## config.mk

```make
export PLATFORM = sky130hd
export DESIGN_NAME = ccg_top
export DESIGN_NICKNAME = d
export VERILOG_FILES = /design/src/rtl/ccg_pkg.sv /design/src/rtl/ccg_top.sv
export SDC_FILE = /design/constraint.sdc
export NUM_CORES = 1
export LEC_CHECK = 0
export BUFFER_PORTS_ARGS = -buffer_cell sky130_fd_sc_hd__buf_2
export CORE_MARGIN = 2
export CORE_UTILIZATION = 25
export DETAILED_ROUTE_END_ITERATION = 8
export HOLD_SLACK_MARGIN = 0.15
export PLACE_DENSITY = 0.51
export SLEW_MARGIN = 30
export SYNTH_ARGS = -nofsm -noshare
export SYNTH_HDL_FRONTEND = slang
export SYNTH_SLANG_ARGS = --single-unit
```

## constraint.sdc

```tcl
create_clock -name clk -period 3.22 [get_ports clk]
set_clock_uncertainty 0.1 [all_clocks]
set_input_delay 0.644 -clock clk [delete_from_list [all_inputs] [get_ports clk]]
set_output_delay 0.644 -clock clk [all_outputs]
set_load 0.1 [all_outputs]
```

## src/rtl/ccg_pkg.sv

```systemverilog
// package: constants and types of the clock generator
//------------------------------------------------------------
// Functional notes
// - high-speed oscillator type comes from option byte
// - stop mode or either stop bit halts high-speed
// - internal halt needs option permit and high-speed cpu
// - subsystem oscillator always runs, never stoppable
// - reset clears processor clock control to zero
// - processor clock control takes bit or byte writes
// - bit 7: 1 stops high-speed oscillator
// - bit 6: 1 disconnects subsystem feedback resistor
// - bit 5 read-only: 1 means cpu on subsystem
// - source bit and divider code select cpu clock
// - main clock select; internal allows only /1, /2
// - fastest instruction takes two cpu clocks
// - clock mode bit 0 chooses internal or high-speed
// - clock mode bit 1 reports actual main clock
// - control bit 7: 1 stops high-speed oscillator
// - internal mode bit 0: 1 stops internal osc
package ccg_pkg;

    //------------------------------------------------------------
    // register addresses
    //------------------------------------------------------------
    localparam logic [15:0] CCG_ADDR_PROC_CLK = 16'hFFFB;
    localparam logic [15:0] CCG_ADDR_INT_OSC = 16'hFFA0;
    localparam logic [15:0] CCG_ADDR_CLK_MODE = 16'hFFA1;
    localparam logic [15:0] CCG_ADDR_HS_CTRL = 16'hFFA2;
    localparam logic [7:0] CCG_REG_RESET = 8'h00;

    //------------------------------------------------------------
    // field positions
    //------------------------------------------------------------
    localparam int CCG_BIT_HS_STOP = 7;
    localparam int CCG_BIT_FB_OFF = 6;
    localparam int CCG_BIT_SRC_STAT = 5;
    localparam int CCG_BIT_SUB_SEL = 4;
    localparam int CCG_BIT_DIV_MSB = 2;
    localparam int CCG_BIT_MAIN_SEL = 0;
    localparam int CCG_BIT_MAIN_STAT = 1;
    localparam int CCG_BIT_HS_HALT = 7;
    localparam int CCG_BIT_INT_HALT = 0;

    //------------------------------------------------------------
    // divider codes and sources
    //------------------------------------------------------------
    localparam logic [2:0] CCG_DIV_MAX = 3'h4;
    localparam logic [2:0] CCG_DIV_INT_MAX = 3'h1;
    localparam logic [2:0] CCG_DIV_SUB = 3'h1;
    localparam int CCG_NUM_SRC = 3;
    localparam int CCG_SRC_HS = 0;
    localparam int CCG_SRC_INT = 1;
    localparam int CCG_SRC_SUB = 2;

    //------------------------------------------------------------
    // carriers
    //------------------------------------------------------------
    typedef struct packed {
        logic wr;
        logic bit_wr;
        logic rd;
        logic [2:0] bit_idx;
        logic bit_val;
        logic [15:0] addr;
        logic [7:0] wdata;
    } ccg_bus_req_t;

    typedef struct packed {
        logic sub;
        logic hs;
        logic [2:0] div;
    } ccg_sel_t;

endpackage

```

## src/rtl/ccg_top.sv

```systemverilog
// module: cpu clock source select, divider and oscillator control
`timescale 1ns/1ps
module ccg_top #(
    parameter int CNT_W = 4
) (
    input wire logic clk,
    input wire logic sys_rst,
    input wire ccg_pkg::ccg_bus_req_t bus_req,
    output logic [7:0] rdata,
    input wire logic stop_mode,
    input wire logic option_hs_rc,
    input wire logic option_int_stoppable,
    input wire logic hs_osc_in,
    input wire logic int_osc_in,
    input wire logic sub_osc_in,
    output logic hs_osc_run,
    output logic hs_osc_is_rc,
    output logic int_osc_run,
    output logic sub_osc_run,
    output logic feedback_res_on,
    output logic cpu_clk,
    output logic cpu_tick,
    output logic instr_tick
);

    //------------------------------------------------------------
    // parameter check
    //------------------------------------------------------------
    if (CNT_W < 4) begin : g_bad_cnt_w
        $error("counter too narrow for divide by 16");
    end

    //------------------------------------------------------------
    // register storage
    //------------------------------------------------------------
    logic [7:0] proc_clk_reg;
    logic int_halt_reg;
    logic main_sel_reg;
    logic hs_halt_reg;
    ccg_pkg::ccg_sel_t eff_reg;
    logic [7:0] rdata_reg;
    function automatic logic [7:0] ccg_merge(
        input logic [7:0] old,
        input ccg_pkg::ccg_bus_req_t r
    );
        logic [7:0] v;
        v = old;
        if (r.bit_wr) begin
            v[r.bit_idx] = r.bit_val;
        end else begin
            v = r.wdata;
        end
        return v;
    endfunction
    logic wr_any;
    logic [7:0] wr_proc;
    logic [7:0] wr_int;
    logic [7:0] wr_mode;
    logic [7:0] wr_hs;
    assign wr_any = bus_req.wr | bus_req.bit_wr;
    assign wr_proc = ccg_merge(proc_clk_reg, bus_req);
    assign wr_int = ccg_merge({7'h00, int_halt_reg}, bus_req);
    assign wr_mode = ccg_merge({6'h00, eff_reg.hs, main_sel_reg},
                               bus_req);
    assign wr_hs = ccg_merge({hs_halt_reg, 7'h00}, bus_req);

    //------------------------------------------------------------
    // processor clock control
    //------------------------------------------------------------
    always_ff @(posedge clk) begin
        if (sys_rst) begin
            proc_clk_reg <= ccg_pkg::CCG_REG_RESET;
        end else if (wr_any &&
                     bus_req.addr == ccg_pkg::CCG_ADDR_PROC_CLK) begin
            proc_clk_reg <= wr_proc;
        end
    end

    //------------------------------------------------------------
    // internal oscillator mode
    //------------------------------------------------------------
    always_ff @(posedge clk) begin
        if (sys_rst) begin
            int_halt_reg <= 1'b0;
        end else if (wr_any &&
                     bus_req.addr == ccg_pkg::CCG_ADDR_INT_OSC) begin
            int_halt_reg <= wr_int[ccg_pkg::CCG_BIT_INT_HALT];
        end
    end

    //------------------------------------------------------------
    // clock mode
    //------------------------------------------------------------
    always_ff @(posedge clk) begin
        if (sys_rst) begin
            main_sel_reg <= 1'b0;
        end else if (wr_any &&
                     bus_req.addr == ccg_pkg::CCG_ADDR_CLK_MODE) begin
            main_sel_reg <= wr_mode[ccg_pkg::CCG_BIT_MAIN_SEL];
        end
    end

    //------------------------------------------------------------
    // high-speed oscillator control
    //------------------------------------------------------------
    always_ff @(posedge clk) begin
        if (sys_rst) begin
            hs_halt_reg <= 1'b0;
        end else if (wr_any &&
                     bus_req.addr == ccg_pkg::CCG_ADDR_HS_CTRL) begin
            hs_halt_reg <= wr_hs[ccg_pkg::CCG_BIT_HS_HALT];
        end
    end

    //------------------------------------------------------------
    // read port
    //------------------------------------------------------------
    logic [7:0] proc_rd;
    always_comb begin
        proc_rd = proc_clk_reg;
        proc_rd[ccg_pkg::CCG_BIT_SRC_STAT] = eff_reg.sub;
    end

    always_ff @(posedge clk) begin
        if (sys_rst) begin
            rdata_reg <= 8'h00;
        end else if (bus_req.rd) begin
            if (bus_req.addr == ccg_pkg::CCG_ADDR_PROC_CLK) begin
                rdata_reg <= proc_rd;
            end else if (bus_req.addr == ccg_pkg::CCG_ADDR_INT_OSC) begin
                rdata_reg <= {7'h00, int_halt_reg};
            end else if (bus_req.addr == ccg_pkg::CCG_ADDR_CLK_MODE) begin
                rdata_reg <= {6'h00, eff_reg.hs, main_sel_reg};
            end else if (bus_req.addr == ccg_pkg::CCG_ADDR_HS_CTRL) begin
                rdata_reg <= {hs_halt_reg, 7'h00};
            end else begin
                rdata_reg <= 8'h00;
            end
        end
    end
    assign rdata = rdata_reg;

    //------------------------------------------------------------
    // oscillator enables
    //------------------------------------------------------------
    logic hs_osc_run_reg;
    logic hs_osc_is_rc_reg;
    logic int_osc_run_reg;
    logic sub_osc_run_reg;
    logic feedback_res_on_reg;
    always_ff @(posedge clk) begin
        if (sys_rst) begin
            hs_osc_run_reg <= 1'b1;
        end else begin
            hs_osc_run_reg <= !(stop_mode || hs_halt_reg ||
                proc_clk_reg[ccg_pkg::CCG_BIT_HS_STOP]);
        end
    end
    always_ff @(posedge clk) begin
        if (sys_rst) begin
            hs_osc_is_rc_reg <= 1'b0;
        end else begin
            hs_osc_is_rc_reg <= option_hs_rc;
        end
    end
    always_ff @(posedge clk) begin
        if (sys_rst) begin
            int_osc_run_reg <= 1'b1;
        end else begin
            int_osc_run_reg <= !(int_halt_reg && option_int_stoppable &&
                eff_reg.hs && !eff_reg.sub);
        end
    end
    always_ff @(posedge clk) begin
        sub_osc_run_reg <= 1'b1;
    end
    always_ff @(posedge clk) begin
        if (sys_rst) begin
            feedback_res_on_reg <= 1'b1;
        end else begin
            feedback_res_on_reg <=
                !proc_clk_reg[ccg_pkg::CCG_BIT_FB_OFF];
        end
    end
    assign hs_osc_run = hs_osc_run_reg;
    assign hs_osc_is_rc = hs_osc_is_rc_reg;
    assign int_osc_run = int_osc_run_reg;
    assign sub_osc_run = sub_osc_run_reg;
    assign feedback_res_on = feedback_res_on_reg;

    //------------------------------------------------------------
    // oscillator input synchronisers
    //------------------------------------------------------------
    logic [ccg_pkg::CCG_NUM_SRC-1:0] osc_in;
    logic [ccg_pkg::CCG_NUM_SRC-1:0] lvl;
    logic [ccg_pkg::CCG_NUM_SRC-1:0] rise;

    assign osc_in = {sub_osc_in, int_osc_in, hs_osc_in};

    genvar gi;
    generate
        for (gi = 0; gi < ccg_pkg::CCG_NUM_SRC; gi++) begin : g_sync
            logic s1_reg;
            logic s2_reg;
            logic s3_reg;
            logic lvl_reg;
            always_ff @(posedge clk) begin
                if (sys_rst) begin
                    s1_reg <= 1'b0;
                    s2_reg <= 1'b0;
                    s3_reg <= 1'b0;
                    lvl_reg <= 1'b0;
                end else begin
                    s1_reg <= osc_in[gi];
                    s2_reg <= s1_reg;
                    s3_reg <= s2_reg;
                    if (s2_reg == s3_reg) begin
                        lvl_reg <= s3_reg;
                    end
                end
            end
            assign lvl[gi] = lvl_reg;
            assign rise[gi] = (s2_reg == s3_reg) && s3_reg && !lvl_reg;
        end
    endgenerate

    //------------------------------------------------------------
    // requested selection and legality
    //------------------------------------------------------------
    ccg_pkg::ccg_sel_t req_sel;
    logic req_ok;

    always_comb begin
        req_sel.sub = proc_clk_reg[ccg_pkg::CCG_BIT_SUB_SEL];
        req_sel.hs = main_sel_reg;
        req_sel.div = proc_clk_reg[ccg_pkg::CCG_BIT_DIV_MSB:0];
        req_ok = (req_sel.div <= ccg_pkg::CCG_DIV_MAX);
        if (!req_sel.sub && !req_sel.hs &&
            req_sel.div > ccg_pkg::CCG_DIV_INT_MAX) begin
            req_ok = 1'b0;
        end
    end

    //------------------------------------------------------------
    // source mux and divider
    //------------------------------------------------------------
    logic sel_rise;
    logic sel_lvl;
    logic [2:0] shift;
    logic [CNT_W-1:0] ratio;
    logic [CNT_W-1:0] cnt_reg;
    logic [CNT_W-1:0] cnt_next;
    logic last;

    always_comb begin
        if (eff_reg.sub) begin
            sel_rise = rise[ccg_pkg::CCG_SRC_SUB];
            sel_lvl = lvl[ccg_pkg::CCG_SRC_SUB];
            shift = ccg_pkg::CCG_DIV_SUB;
        end else if (eff_reg.hs) begin
            sel_rise = rise[ccg_pkg::CCG_SRC_HS];
            sel_lvl = lvl[ccg_pkg::CCG_SRC_HS];
            shift = eff_reg.div;
        end else begin
            sel_rise = rise[ccg_pkg::CCG_SRC_INT];
            sel_lvl = lvl[ccg_pkg::CCG_SRC_INT];
            shift = eff_reg.div;
        end
        ratio = CNT_W'((CNT_W+1)'(1) << shift) - CNT_W'(1);
        last = (cnt_reg == ratio);
        cnt_next = last ? '0 : cnt_reg + CNT_W'(1);
    end

    always_ff @(posedge clk) begin
        if (sys_rst) begin
            cnt_reg <= '0;
        end else if (sel_rise) begin
            cnt_reg <= cnt_next;
        end
    end

    //------------------------------------------------------------
    // glitch-free switch at period end
    //------------------------------------------------------------
    always_ff @(posedge clk) begin
        if (sys_rst) begin
            eff_reg <= '0;
        end else if (sel_rise && last && req_ok) begin
            eff_reg <= req_sel;
        end
    end

    //------------------------------------------------------------
    // cpu clock, tick and instruction slot
    //------------------------------------------------------------
    logic cpu_clk_reg;
    logic cpu_tick_reg;
    logic instr_tick_reg;
    logic phase_reg;

    always_ff @(posedge clk) begin
        if (sys_rst) begin
            cpu_clk_reg <= 1'b0;
        end else if (sel_rise) begin
            cpu_clk_reg <= ({1'b0, cnt_next} <
                            (({1'b0, ratio} + (CNT_W+1)'(2)) >> 1));
        end else if (ratio == '0 && !sel_lvl) begin
            cpu_clk_reg <= 1'b0;
        end
    end

    always_ff @(posedge clk) begin
        if (sys_rst) begin
            cpu_tick_reg <= 1'b0;
        end else begin
            cpu_tick_reg <= sel_rise && last;
        end
    end

    always_ff @(posedge clk) begin
        if (sys_rst) begin
            phase_reg <= 1'b0;
            instr_tick_reg <= 1'b0;
        end else begin
            instr_tick_reg <= sel_rise && last && phase_reg;
            if (sel_rise && last) begin
                phase_reg <= !phase_reg;
            end
        end
    end

    assign cpu_clk = cpu_clk_reg;
    assign cpu_tick = cpu_tick_reg;
    assign instr_tick = instr_tick_reg;

endmodule

```

After elaboration in Yosys (flattened, before gate mapping)
Index checks and enable logic that the tools add are counted.
{ "op_classes": {"eq_ne": 8, "shift": 1, "bitwise": 1, "addsub": 3, "multipliers": 0, "div_mod_pow": 0, "magnitude_cmp": 5, "mux": 23, "reduce_logical": 35} }
{ "ops": {"columns": ["cell", "count"], "rows": [
  ["16-bit == test, second input constant", 4],
  ["8-bit two-way mux", 6],
  ["8-bit bitwise mux", 4],
  ["1-bit logical AND", 20],
  ["1-bit logical NOT", 11],
  ["1-bit two-way mux", 10],
  ["4-bit by 2-bit adder with 5-bit output, second input constant", 1],
  ["4-bit by 1-bit adder with 4-bit output, second input constant", 1],
  ["4-bit == test", 1],
  ["4-bit logical NOT", 1],
  ["3-bit by 4-bit less-than comparator with 1-bit output, second input constant", 1],
  ["4-bit less-than comparator", 1],
  ["4-bit two-way mux", 1],
  ["1-bit by 3-bit << shifter with 4-bit output, first input constant", 1],
  ["4-bit by 2-bit subtractor with 4-bit output, second input constant", 1],
  ["1-bit demux with 3-bit select", 1],
  ["1-bit == test", 3],
  ["3-bit by 1-bit >= comparator with 1-bit output, second input constant", 1],
  ["3-bit by 1-bit > comparator with 1-bit output, second input constant", 1],
  ["3-bit <= comparator, second input constant", 1],
  ["3-bit two-way mux", 1],
  ["1-bit logical OR", 2],
  ["2-bit nonzero test", 1],
  ["1-bit bitwise OR", 1]
]} }
{ "word_totals": {"ff_bits": 48, "latchBits": 0, "inputBits": 39, "memories": 0, "mem_bits_ro": 0, "word_cells": 105, "ram_bits": 0} }

Longest topological paths before layout
Gate-level depths: netlist of run 1.
{ "logic_depth": {"ltp_word": 7, "mapped_depth": 15, "ltp_nobuf": 14} }

Worst setup path after synthesis of run 1
OpenSTA, ideal clock, no wires.
{ "synth_timing": {"kind": "flip-flop to flip-flop", "startpoint": "reg eff_reg[4] (netlist name)", "endpoint": "reg cpu_clk_reg (netlist: cpu_clk)", "t_arrival_ps": 2735, "setup_slack_ps": 314, "synth_period_minus_slack_ps": 2906, "path_stages_with_launch": 16, "n_path_buf": 1, "cell_sequence": "dfxtp_1 > buf_6 > nor4_1 > inv_1 > ha_1 > xor2_1 > mux2i_1 > a21oi_2 > nor2_1 > nor2_1 > ha_1 > a21oi_1 > o21ai_0 > a21oi_1 > o21ai_0 > a21oi_1"} }
{ "synth_between": {"elab_chain_len": 7, "word_cells_on_any_way": 14} }
{ "synth_lines": {"columns": ["item", "line_no", "rtl"], "rows": [
  ["start, declared", "ccg_top.sv:40", "ccg_pkg::ccg_sel_t eff_reg;"],
  ["start signal, assigned", "ccg_top.sv:289", "eff_reg <= req_sel;"],
  ["3-bit two-way mux", "ccg_top.sv:256", "if (eff_reg.sub) begin"],
  ["1-bit by 3-bit << shifter with 4-bit output", "ccg_top.sv:269", "ratio = CNT_W'((CNT_W+1)'(1) << shift) - CNT_W'(1);"],
  ["4-bit by 2-bit subtractor with 4-bit output", "ccg_top.sv:269", null],
  ["4-bit == test", "ccg_top.sv:270", "last = (cnt_reg == ratio);"],
  ["4-bit two-way mux", "ccg_top.sv:271", "cnt_next = last ? '0 : cnt_reg + CNT_W'(1);"],
  ["via cnt_next[3]", "ccg_top.sv:252", "logic [CNT_W-1:0] cnt_next;"],
  ["4-bit less-than comparator", "ccg_top.sv:305", "cpu_clk_reg <= ({1'b0, cnt_next} <"],
  ["1-bit two-way mux", "ccg_top.sv:304", "end else if (sel_rise) begin"],
  ["end signal, assigned", "ccg_top.sv:305", null],
  ["end, declared", "ccg_top.sv:296", "logic cpu_clk_reg;"]
]} }
The timed path passes the listed nets, and every way through them passes these cells.
A chain may end at the register's enable or synchronous reset.

Worst setup path after layout of run 1
{ "layout_timing": {"startpoint": "reg eff_reg[0] (netlist name)", "endpoint": "reg cpu_clk_reg (netlist: cpu_clk)"} }
Same word-level chain as after synthesis.

==> run summary, run 1 <==
• 47 — total of flip-flops plus latches after synthesis
• 0 — number of antenna violations at the first check in global routing
• 101 um — Die H
• 1009 — fillers
• 270 — Syn Inst Count
• 0.833 ns — transition time at the pin with the least slew margin
• 2 — maximum number of buffers from clock root to sink
• -0.0115 ns — DP Worst Slack
• 1090 uW — Final Power
• 319 — number of nets in the synthesized netlist
• 2 — maximum level of the CTS H-tree
• 22.0% — area added between synthesis and finish
• register to register — kind of critical path
• 0.243 — fraction of layout cells with a size suffix above 1
• 0.398 — sequential-to-total area share from yosys stat
• 302 uW — switching power
• register — Setup crit start kind
• 5380 um — Post-Route WL
• 0 — remaining antenna violation count
• 0.257 — effective utilization at floorplan
• 2.86 ns — min cycle time layout
• 373 — net count reported at finish
• 4.69 — average via count per standard cell
• 0 — final-report hold violation count
• register — kind of capture point of the worst setup path
• 4000 um — detailed-placement wirelength estimate
• 9200 um2 — core region area
• 0.30 ns — clock latency on the worst-skew pair
• 2370 um2 — combined area of all synthesized cells
• register to register — class of the tightest hold or removal check
• 52 — number of port buffers
• 0 — remaining global-route overflow
• 12.3 um — wire per inst
• 4 — Pre-antenna DRT Iters
• 2066 — vias in the first global route
• 1360 um2 — area taken by multi-input logic gates
• built — TritonCTS clock tree
• 350 MHz — highest achievable clock rate
• 35 — count of standard-cell rows
• 42 — maximum number of pins on one net before global-route repair
• 3.36 ns — required time of the critical path
• 55 — Ports
• 0 — max-cap violation count
• 10300 um2 — total die area
• clkbuf_8 — clock tree root buffer cell
• 8.76 um2 — Mean Syn Cell Area
• complete, no violations — run status
• 47 — clock tree sinks
• 0.10 ns — register clock-pin slew on the reported worst setup and hold paths
• 0.180 mV — maximum vdd drop
• 0 — Max Slew Vio Count
• 0.544 — Flop pwr share
• 0 — number of enable-type register cells in the synthesized netlist
• 0.309 ns — Post-Route Hold Slack
• 0.00114 uW — cell leakage power
• 0.277 — switching portion of total power
• dfxtp_1 — Main synth FF type
• 0.352 — part of the total power dissipated in the clock network
• 0 — Synth async-reset ratio
• 378 nW/um2 — Pwr Density
• 0.359 ns — crit path setup slack, layout
• 5 — CP Max Fanout
• 0.105 — part of the power in combinational logic
• 788 uW — cell internal power dissipation
• 0 — setup violation total in the final timing report
• 101 um — die boundary width
• 2047 — total via count in the routed design
• 9360 um — global-route wire length before repair
• 941 um2 — sequential cell area in the final layout
• 8 — max FFs per register
• 0 — DRC Markers
• 0 — diode insertion count for antenna repair
• 0.889 — final period utilization
• 51 — post-synth cell types
• 77 — Iter 0 DRT Violations
• 5 — number of buffers created by CTS
• 0 — Synth Warn #
• 0.746 — global placer's final weighted congestion
• 3.00 ns — endpoint arrival time on the critical path
• 0.113 — total routing usage reported by global routing
• 0.440 — max-slew headroom at the worst pin
## path summary, 6_finish.rpt
path,start,endpoint,slack [ns],cells past startpoint
worst min register to register,proc_clk_reg[6]$_SDFFE_PP0P_,feedback_res_on$_SDFF_PP1_,0.31,1
worst min-delay path,proc_clk_reg[6]$_SDFFE_PP0P_,feedback_res_on$_SDFF_PP1_,0.31,1
worst max-delay path,eff_reg[0]$_SDFFE_PP0P_,cpu_clk$_SDFFE_PP0P_,0.36,14
worst max register to register,eff_reg[0]$_SDFFE_PP0P_,cpu_clk$_SDFFE_PP0P_,0.36,14
## critical path, cell delays in order (launching register included)
cell and delay (ns):
dfxtp_1 0.38, nor4_4 0.30, inv_1 0.11, ha_2 0.22, xor2_2 0.19, mux2i_1 0.24
a21oi_2 0.10, nor2_4 0.15, nor2_1 0.07, ha_1 0.33, a21oi_1 0.15, o21ai_0 0.11
a21oi_1 0.12, o21ai_0 0.10, a21oi_1 0.12
## repair_timing
item / 4_1_cts / 5_1_grt
hold buffers: 0 / 0
endpoints found under the setup margin: 1 / 1
buffers inserted: 0 / 0
gates resized for setup: 1 / 5
## cells in the mapped netlist (2+ instances only)
library cell	instances	share of area
and2_1	3	0.0079
xnor2_1	4	0.015
a22oi_1	2	0.0063
a21oi_1	23	0.049
o211ai_1	2	0.0063
dfxtp_1	47	0.40
ha_1	10	0.053
inv_1	9	0.014
nor2_1	14	0.022
or4b_4	2	0.012
nand2b_1	10	0.026
buf_2	2	0.0042
mux2_2	2	0.0095
clkbuf_1	7	0.011
nor4_1	4	0.011
a31oi_1	4	0.011
mux2i_1	7	0.030
o32ai_1	2	0.0074
a311oi_1	3	0.011
nor3_1	5	0.011
nand3_1	17	0.036
o31ai_1	5	0.016
nor2b_1	15	0.040
xor2_1	3	0.011
nand2_1	18	0.029
nand3b_1	5	0.016
a211oi_1	9	0.029
and3_1	2	0.0053
o21ai_0	11	0.023
nand4_1	2	0.0053
## final cells by class
cell class,count,share of cell area
Inverter,10,0.0130
Timing Repair Buffer,59,0.108
Multi-Input combinational cell,201,0.472
Sequential cell,47,0.326
Tap cell,111,0.0481
Clock inverter,3,0.00910
Clock buffer,5,0.0238
## metal layers
metal / vias up / track usage / routed length (um)
li1: 1082 / - / -
met1: 931 / 0.138 / 2530
met2: 30 / 0.197 / 2570
met3: 4 / 0.0311 / 247
met4: 0 / 0.0281 / 41
met5: - / 0 / 0
## power by group through the flow
stage          Clock (uW)  Sequential (uW)  Combinational, uW
4_1_cts               396              593                116
5_1_grt               419              594                127
2_1_floorplan           0              629               50.9
6_report              383              593                114
3_3_place_gp            0              607                114
3_5_place_dp            0              606                115
## layout by cell type, fill, tap and decap left out, drive strengths merged, types with 7 or more instances in the layout
cell type / count
nand3: 17
o21ai: 11
a21oi: 24
inv: 11
nand2: 18
nand2b: 10
mux2i: 7
nor2b: 15
buf: 59
dfxtp: 47
ha: 10
a211oi: 9
nor2: 14
## metrics by stage
| stage | area [um2] | instances | TNS, ns | util |
|---|---|---|---|---|
| finish | 2890 | 436 | 0 | 0.314 |
| CTS | 2860 | 436 | 0 | 0.311 |
| global route | 2890 | 436 | -0.00716 | 0.314 |
| detailed placement | 2760 | 428 | -0.0115 | 0.300 |
| floorplan | 2370 | 270 | 0 | - |
| global placement | 2760 | 428 | 0 | 0.300 |
## cell families after synthesis
group | after synthesis | share of synthesized area
flops | 47 | 0.398
buf+inv | 22 | 0.0407
compound gates | 68 | 0.184
other cells | 1 | 0.00158
simple gates | 106 | 0.258
mux | 9 | 0.0391
xor+xnor | 7 | 0.0259
fa+ha+maj | 10 | 0.0529
Power figures use the tool's default switching activity.
==> run 2, diff against run 1 <==
--- a/config.mk
+++ b/config.mk
@@ -5,11 +5,13 @@
 export SDC_FILE = /design/constraint.sdc
 export NUM_CORES = 1
 export LEC_CHECK = 0
+export ABC_AREA = 1
 export BUFFER_PORTS_ARGS = -buffer_cell sky130_fd_sc_hd__buf_2
 export CORE_MARGIN = 2
 export CORE_UTILIZATION = 25
+export CTS_CLUSTER_SIZE = 14
 export DETAILED_ROUTE_END_ITERATION = 8
-export HOLD_SLACK_MARGIN = 0.15
+export HOLD_SLACK_MARGIN = 0.02
 export PLACE_DENSITY = 0.51
 export SLEW_MARGIN = 30
 export SYNTH_ARGS = -nofsm -noshare
==> run 2 against run 1 <==
Compared with the run above: via count is 5.0% higher; sequential power rose by 1%; synthesized area is 1.2% lower; maximum frequency rose by 9.3%; worst hold slack lost 0.0047 ns; total power grew 8.5%; first-iteration DRC count decreased by 45%; critical path type unchanged; largest cell class unchanged; largest power group unchanged; highest routed layer unchanged.
==> run summary, run 2 <==
• 0 — number of antenna violations at the first check in global routing, unchanged
• 0.309 — utilization after layout, was 0.314
• register — kind of capture point of the worst setup path, unchanged
• 0.402 — share of Yosys cell area claimed by the top area cell type, was 0.398
• 42 — Iter 0 DRT Violations, was 77
• 2 — maximum number of buffers from clock root to sink, unchanged
• 2 — maximum level of the CTS H-tree, unchanged
• 488 — placed cells, was 428
• dfxtp_1 — post-synth top area cell, unchanged
• 2830 um2 — final cell area excluding filler cells, was 2890 um2
• 0.402 — sequential-to-total area share from yosys stat, was 0.398
• 418 nW/um2 — Pwr Density, was 378 nW/um2
• built — TritonCTS clock tree, unchanged
• 21.1% — area added between synthesis and finish, was 22.0%
• 0.111 — total routing usage reported by global routing, was 0.113
• 5 — number of buffers created by CTS, unchanged
• 496 — final std cells w/o fill, was 436
• 29 — maximum number of pins on one net before global-route repair, was 42
• 10100 um2 — total die area, was 10300 um2
• 0.10 ns — register clock-pin slew on the reported worst setup and hold paths, about the same
• 31 — post-synth cell types, was 51
• 0.31 ns — clock latency on the worst-skew pair, was 0.30 ns
• 101 um — die boundary width, about the same
• 0.47 ns — biggest cell delay along the critical path, was 0.38 ns
• 9200 um — global-route wire length before repair, was 9360 um
• 0.00126 uW — cell leakage power, was 0.00114 uW
• register to register — kind of critical path, unchanged
• 331 — Syn Inst Count, was 270
• 7.06 um2 — Mean Syn Cell Area, was 8.76 um2
• 0.239 mV — maximum vdd drop, was 0.180 mV
• 0 — DRC Markers, unchanged
• nor2_1 > nand2_1 > inv_1 > ha_1 > xnor2_1 > nand2_1 > nor2_2 > nand3_2 > inv_2 > nor2_1 > ha_1 > a21oi_1 > nand2_1 > inv_1 > nand2_1 > a21oi_1 — sequence of cells on the critical path, was nor4_4 > inv_1 > ha_2 > xor2_2 > mux2i_1 > a21oi_2 > nor2_4 > nor2_1 > ha_1 > a21oi_1 > o21ai_0 > a21oi_1 > o21ai_0 > a21oi_1
• 0.813 — final period utilization, was 0.889
• 382 MHz — highest achievable clock rate, was 350 MHz
• 55 — Ports, unchanged
• register to register — class of the tightest hold or removal check, unchanged
• 380 — number of nets in the synthesized netlist, was 319
• 0 — Synth Warn #, unchanged
• 0 — Max Slew Vio Count, unchanged
• 2340 um2 — combined area of all synthesized cells, was 2370 um2
• 47 — clock tree sinks, unchanged
• dfxtp_1 — Slowest cell on crit path, unchanged
• clkbuf_8 — clock tree root buffer cell, unchanged
• 5 — CP Max Fanout, unchanged
• 0.800 — global placer's final weighted congestion, was 0.746
• 1180 uW — Final Power, was 1090 uW
• register — Setup crit start kind, unchanged
• 433 — net count reported at finish, was 373
• 0 — remaining global-route overflow, unchanged
• 4010 um — detailed-placement wirelength estimate, was 4000 um
• 0.256 — effective utilization at floorplan, was 0.257
• 0 — CTS Hold Bufs, unchanged
• 2149 — total via count in the routed design, was 2047
• nand2_1 — most common library cell in the layout ignoring fill and taps, was buf_2
• 52 — number of port buffers, unchanged
• 4 — Pre-antenna DRT Iters, unchanged
• dfxtp_1 40%, nand2_1 11%, inv_1 8.0% — most area-consuming cells after synthesis, was dfxtp_1 40%, ha_1 5.3%, a21oi_1 4.9%
• 5140 um — Post-Route WL, was 5380 um
• 68 x nand2_1, 52 x buf_2, 50 x inv_1 — highest-count cells in the layout ignoring fill and taps, was 52 x buf_2, 47 x dfxtp_1, 23 x a21oi_1
• 68 x nand2_1, 50 x inv_1, 47 x dfxtp_1, 32 x nor2_1, 31 x a21oi_1 — ranking of synthesized cells by instance count, was 47 x dfxtp_1, 23 x a21oi_1, 18 x nand2_1, 17 x nand3_1, 15 x nor2b_1
• 0.192 — fraction of layout cells with a size suffix above 1, was 0.243
• 2.76 ns — endpoint arrival time on the critical path, was 3.00 ns
• 2071 — vias in the first global route, was 2066
• 10.4 um — wire per inst, was 12.3 um
• 0 — Synth async-reset ratio, unchanged
• 3.36 ns — required time of the critical path, about the same
• 35 — count of standard-cell rows, unchanged
• 0.586 ns — transition time at the pin with the least slew margin, was 0.833 ns
• 4.33 — average via count per standard cell, was 4.69
• 0 — final-report hold violation count, unchanged
• 0 — setup violation total in the final timing report, unchanged
• 0 — remaining antenna violation count, unchanged
• 8 — max FFs per register, unchanged
• 0 — max-cap violation count, unchanged
• 101 um — Die H, about the same
• no — RSZ-0062 raised after global routing
• 47 — total of flip-flops plus latches after synthesis, unchanged
• 0 — post-CTS sizing, was 1
• complete, no violations — run status, unchanged
• 0 — number of enable-type register cells in the synthesized netlist, unchanged
• 9150 um2 — core region area, was 9200 um2
• nand2_1 — dominant cell by count in the synthesized netlist, was dfxtp_1
• 0.609 — max-slew headroom at the worst pin, was 0.440
• nand2_1 — Critical Path Most Common Cell, was a21oi_1
• dfxtp_1 — Main synth FF type, unchanged
• 0 — post-CTS setup repair buffer count, unchanged
• 2.62 ns — min cycle time layout, was 2.86 ns
• 0 ns — setup_tns, unchanged
• 2720 um2 — post-detailed-placement cell area, was 2760 um2
• 0 — diode insertion count for antenna repair, unchanged
## run 2: cell types whose count changed after synthesis, moves of 5 or more
| cell | change |
|---|---|
| nand2_1 | +50 |
| inv_1 | +41 |
| nor2_1 | +18 |
| nor2b_1 | -15 |
| nand2b_1 | -10 |
| a21oi_1 | +8 |
| o21ai_0 | +8 |
| mux2i_1 | -7 |
| nand3_1 | +5 |
## run 2: layer usage
| layer | global-route usage | vias up | share of wire |
|---|---|---|---|
| li1 | - | 1180 | - |
| met1 | 0.138 | 932 | 0.48 |
| met2 | 0.191 | 33 | 0.47 |
| met3 | 0.0236 | 4 | 0.034 |
| met4 | 0.0358 | 0 | 0.011 |
| met5 | 0 | - | 0 |
## run 2: path summary, 6_finish.rpt
kind | slack [ns] | start | end | cells after the start
worst min register to register | 0.30 | g_sync[2].s1_reg$_SDFF_PP0_ | g_sync[2].s2_reg$_SDFF_PP0_ | 2
worst min-delay path | 0.30 | g_sync[2].s1_reg$_SDFF_PP0_ | g_sync[2].s2_reg$_SDFF_PP0_ | 2
worst max register to register | 0.60 | eff_reg[2]$_SDFFE_PP0P_ | cpu_clk$_SDFFE_PP0P_ | 16
worst max-delay path | 0.60 | eff_reg[2]$_SDFFE_PP0P_ | cpu_clk$_SDFFE_PP0P_ | 16
## run 2: cells by family after synthesis
kind of cell             share of synthesized area
AND/OR/NAND/NOR                              0.284
AO/OA/AOI/OAI                                0.150
buffers and inverters                       0.0979
flip-flops                                   0.402
adder cells (fa/ha/maj)                     0.0535
XOR/XNOR                                    0.0112
other                                      0.00160
## run 2: report_power, final
part,leakage [uW],internal (uW),switching [uW]
Combinational,0.000821,38.2,100
Clock,0.0000587,235,211
Sequential,0.000382,593,5.28
Total,0.00126,867,317
## run 2: layout make-up
cell class | instances | area [um2]
Multi-Input combinational cell | 224 | 1170
Timing Repair Buffer | 53 | 268
Fill cell | 987 | 6320
Clock buffer | 5 | 68.8
Clock inverter | 3 | 47.5
Inverter | 53 | 199
Tap cell | 111 | 139
Sequential cell | 47 | 941
## run 2: critical path: cells and delay by family (launching register included)
kind	cells	cell delay, ns
and+or+nand+nor	8	0.68
adders and majority gates	2	0.66
DFF	1	0.47
AOI/OAI and AO/OA	2	0.26
buffers and inverters	3	0.22
xor gates and xnor gates	1	0.16
## run 2: through the flow
stage	hold slack (ns)	setup slack [ns]
6_report	0.304	0.603
3_5_place_dp	0.296	0.632
4_1_cts	0.311	0.598
3_3_place_gp	0.292	0.690
2_1_floorplan	0.279	0.887
5_1_grt	0.320	0.308
==> run 3, diff against run 2 <==
--- a/config.mk
+++ b/config.mk
@@ -5,14 +5,14 @@
 export SDC_FILE = /design/constraint.sdc
 export NUM_CORES = 1
 export LEC_CHECK = 0
-export ABC_AREA = 1
+export ABC_AREA = 0
 export BUFFER_PORTS_ARGS = -buffer_cell sky130_fd_sc_hd__buf_2
 export CORE_MARGIN = 2
 export CORE_UTILIZATION = 25
 export CTS_CLUSTER_SIZE = 14
 export DETAILED_ROUTE_END_ITERATION = 8
 export HOLD_SLACK_MARGIN = 0.02
-export PLACE_DENSITY = 0.51
+export PLACE_DENSITY = 0.53
 export SLEW_MARGIN = 30
 export SYNTH_ARGS = -nofsm -noshare
 export SYNTH_HDL_FRONTEND = slang
==> constraint.sdc (replaced) <==
create_clock -name clk -period 2.4 [get_ports clk]
set_clock_uncertainty 0.1 [all_clocks]
set_input_delay 0.48 -clock clk [delete_from_list [all_inputs] [get_ports clk]]
set_output_delay 0.48 -clock clk [all_outputs]
set_load 0.1 [all_outputs]
==> run 3 against run 2 <==
Compared with the run above: the run now ends with negative setup slack left; maximum frequency shrank 0.86%; wire length grew 11%; worst hold slack lost 0.051 ns; total power grew 33%; clock power grew 40%; design area grew 7.8%; first-iteration DRC count grew 45%; utilization grew 2.2 points; critical path type unchanged; largest cell class unchanged; highest routed layer unchanged.
==> run summary, run 3 (synthesized netlist as in run 1, its figures left out) <==
• buf_2 — most common library cell in the layout ignoring fill and taps, was nand2_1
• 517 nW/um2 — Pwr Density, was 418 nW/um2
• 52 x buf_2, 44 x dfxtp_1, 23 x a21oi_1, 23 x buf_4, 18 x nand2_1 — highest-count cells in the layout ignoring fill and taps, was 68 x nand2_1, 52 x buf_2, 50 x inv_1
• 0 — final-report hold violation count, unchanged
• negative setup slack — violations in the final reports
• 379 MHz — highest achievable clock rate, was 382 MHz
• 4 — Pre-antenna DRT Iters, unchanged
• 389 — net count reported at finish, was 433
• 4 — CP Max Fanout, was 5
• 0 — Max Slew Vio Count, unchanged
• yes — RSZ-0062 raised after global routing, was no
• clkbuf_8 — clock tree root buffer cell, unchanged
• 0.254 ns — Post-Route Hold Slack, was 0.304 ns
• -0.24 ns — setup slack on the worst flop-to-flop path, was 0.60 ns
• 5 — number of buffers created by CTS, unchanged
• hs_osc_run$_SDFF_PP1_ — Min-Delay Endpoint, was g_sync[2].s2_reg$_SDFF_PP0_
• 2.54 ns — required time of the critical path, was 3.36 ns
• 0.709 — global placer's final weighted congestion, was 0.800
• 0.119 — total routing usage reported by global routing, was 0.111
• 61 — Iter 0 DRT Violations, was 42
• 2 — hold-critical path depth, unchanged
• compound AO/OA/AOI/OAI gates — cell family with the largest share of critical-path delay, was simple AND/OR/NAND/NOR gates
• 101 um — Die H, about the same
• 4250 um — detailed-placement wirelength estimate, was 4010 um
• stop_mode — HP Start, was g_sync[2].s1_reg$_SDFF_PP0_
• 1.10 — final period utilization, was 0.813
• 2 — maximum number of buffers from clock root to sink, unchanged
• 0.30 ns — clock latency on the worst-skew pair, was 0.31 ns
• 0.203 mV — maximum vdd drop, was 0.239 mV
• 4.70 — average via count per standard cell, was 4.33
• 0 — remaining global-route overflow, unchanged
• 0 — remaining antenna violation count, unchanged
• 0.00123 uW — cell leakage power, was 0.00126 uW
• 12.6 um — wire per inst, was 10.4 um
• 0 — CTS Hold Bufs, unchanged
• 2148 — vias in the first global route, was 2071
• register to register — kind of critical path, unchanged
• dfxtp_2 — Slowest cell on crit path, was dfxtp_1
• 1 — Worst Path Buf+Inv, was 3
• built — TritonCTS clock tree, unchanged
• register — kind of capture point of the worst setup path, unchanged
• 10300 um2 — total die area, was 10100 um2
• 0.35 ns — biggest cell delay along the critical path, was 0.47 ns
• 0.296 — fraction of layout cells with a size suffix above 1, was 0.192
• 9810 um — global-route wire length before repair, was 9200 um
• 9200 um2 — core region area, was 9150 um2
• 52 — number of port buffers, unchanged
• 101 um — die boundary width, about the same
• 5700 um — Post-Route WL, was 5140 um
• 0 — DRC Markers, unchanged
• 2.78 ns — endpoint arrival time on the critical path, was 2.76 ns
• 0 — number of antenna violations at the first check in global routing, unchanged
• 2.64 ns — min cycle time layout, was 2.62 ns
• 14 — r2r worst-path depth, was 16
• complete, but fails checks — run status, was complete, no violations
• 0.257 — effective utilization at floorplan, was 0.256
• 2123 — total via count in the routed design, was 2149
• a21oi_1 — Critical Path Most Common Cell, was nand2_1
• 4 — setup violation total in the final timing report, was 0
• 8 — max FFs per register, unchanged
• -0.492 ns — setup_tns, was 0 ns
• cpu_clk$_SDFFE_PP0P_ — RR Endpoint, unchanged
• 35 — count of standard-cell rows, unchanged
• input pin to register — class of the tightest hold or removal check, was register to register
• 41 — maximum number of pins on one net before global-route repair, was 29
• 0 — max-cap violation count, unchanged
• 0 — diode insertion count for antenna repair, unchanged
• register — Setup crit start kind, unchanged
• 55 — Ports, unchanged
• 29.0% — area added between synthesis and finish, was 21.1%
• 0.09 ns — register clock-pin slew on the reported worst setup and hold paths, was 0.10 ns
• 47 — clock tree sinks, unchanged
• 2 — maximum level of the CTS H-tree, unchanged
• eff_reg[2]$_SDFFE_PP0P_ — Worst R2R Start, unchanged
• nor4_4 > inv_1 > ha_2 > xor2_2 > mux2i_1 > a21oi_2 > nor2_2 > nor2_1 > ha_1 > a21oi_1 > o21ai_1 > a21oi_1 > o21ai_1 > a21oi_1 — sequence of cells on the critical path, was nor2_1 > nand2_1 > inv_1 > ha_1 > xnor2_1 > nand2_1 > nor2_2 > nand3_2 > inv_2 > nor2_1 > ha_1 > a21oi_1 > nand2_1 > inv_1 > nand2_1 > a21oi_1
• -0.240 ns — crit path setup slack, layout, was 0.603 ns
## run 3: worst max path at each step
| stage | startpoint | endpoint | slack, ns | cells after the start |
|---|---|---|---|---|
| 4_1_cts | eff_reg[2]$_SDFFE_PP0P_ | cpu_clk$_SDFFE_PP0P_ | -0.27 | 14 |
| 3_3_place_gp | eff_reg[2]$_SDFFE_PP0P_ | cpu_clk$_SDFFE_PP0P_ | -0.24 | 14 |
| 5_1_grt | eff_reg[2]$_SDFFE_PP0P_ | cpu_clk$_SDFFE_PP0P_ | -0.55 | 14 |
| 6_report | eff_reg[2]$_SDFFE_PP0P_ | cpu_clk$_SDFFE_PP0P_ | -0.24 | 14 |
| 2_1_floorplan | eff_reg[4]$_SDFFE_PP0P_ | cpu_clk$_SDFFE_PP0P_ | -0.34 | 15 |
| 3_5_place_dp | eff_reg[4]$_SDFFE_PP0P_ | cpu_clk$_SDFFE_PP0P_ | -0.29 | 14 |
## run 3: final cells by class
cell class | instances | area [um2]
Sequential cell | 47 | 945
Fill cell | 983 | 6140
Clock inverter | 2 | 38.8
Timing Repair Buffer | 75 | 433
Multi-Input combinational cell | 201 | 1380
Tap cell | 111 | 139
Clock buffer | 6 | 82.6
Inverter | 10 | 37.5
## run 3: report_power, final
group	switching, uW	internal (uW)
clock network	281	343
registers	4.77	791
logic	103	54.3
## run 3: repair_timing
action | 4_1_cts | 5_1_grt
cloned | 0 | 0
resized for setup | 3 | 3
setup endpoints to repair | 7 | 8
pin swaps | 3 | 0
buffers inserted | 1 | 1
## run 3: metrics by stage
stage | cells | setup slack [ns] | power [uW] | cell area [um2] | util
2_1_floorplan | 270 | -0.335 | 913 | 2390 | -
3_3_place_gp | 442 | -0.235 | 969 | 2890 | 0.314
3_5_place_dp | 442 | -0.293 | 971 | 2890 | 0.314
4_1_cts | 451 | -0.267 | 1600 | 3020 | 0.329
5_1_grt | 452 | -0.546 | 1640 | 3050 | 0.332
6_report | 452 | -0.240 | 1580 | 3050 | 0.332
## run 3: routing by layer
metal | track usage | part of all wire | up-vias
li1 | - | - | 1117
met1 | 0.145 | 0.46 | 976
met2 | 0.208 | 0.50 | 25
met3 | 0.0207 | 0.030 | 5
met4 | 0.0416 | 0.011 | 0
met5 | 0 | 0 | -
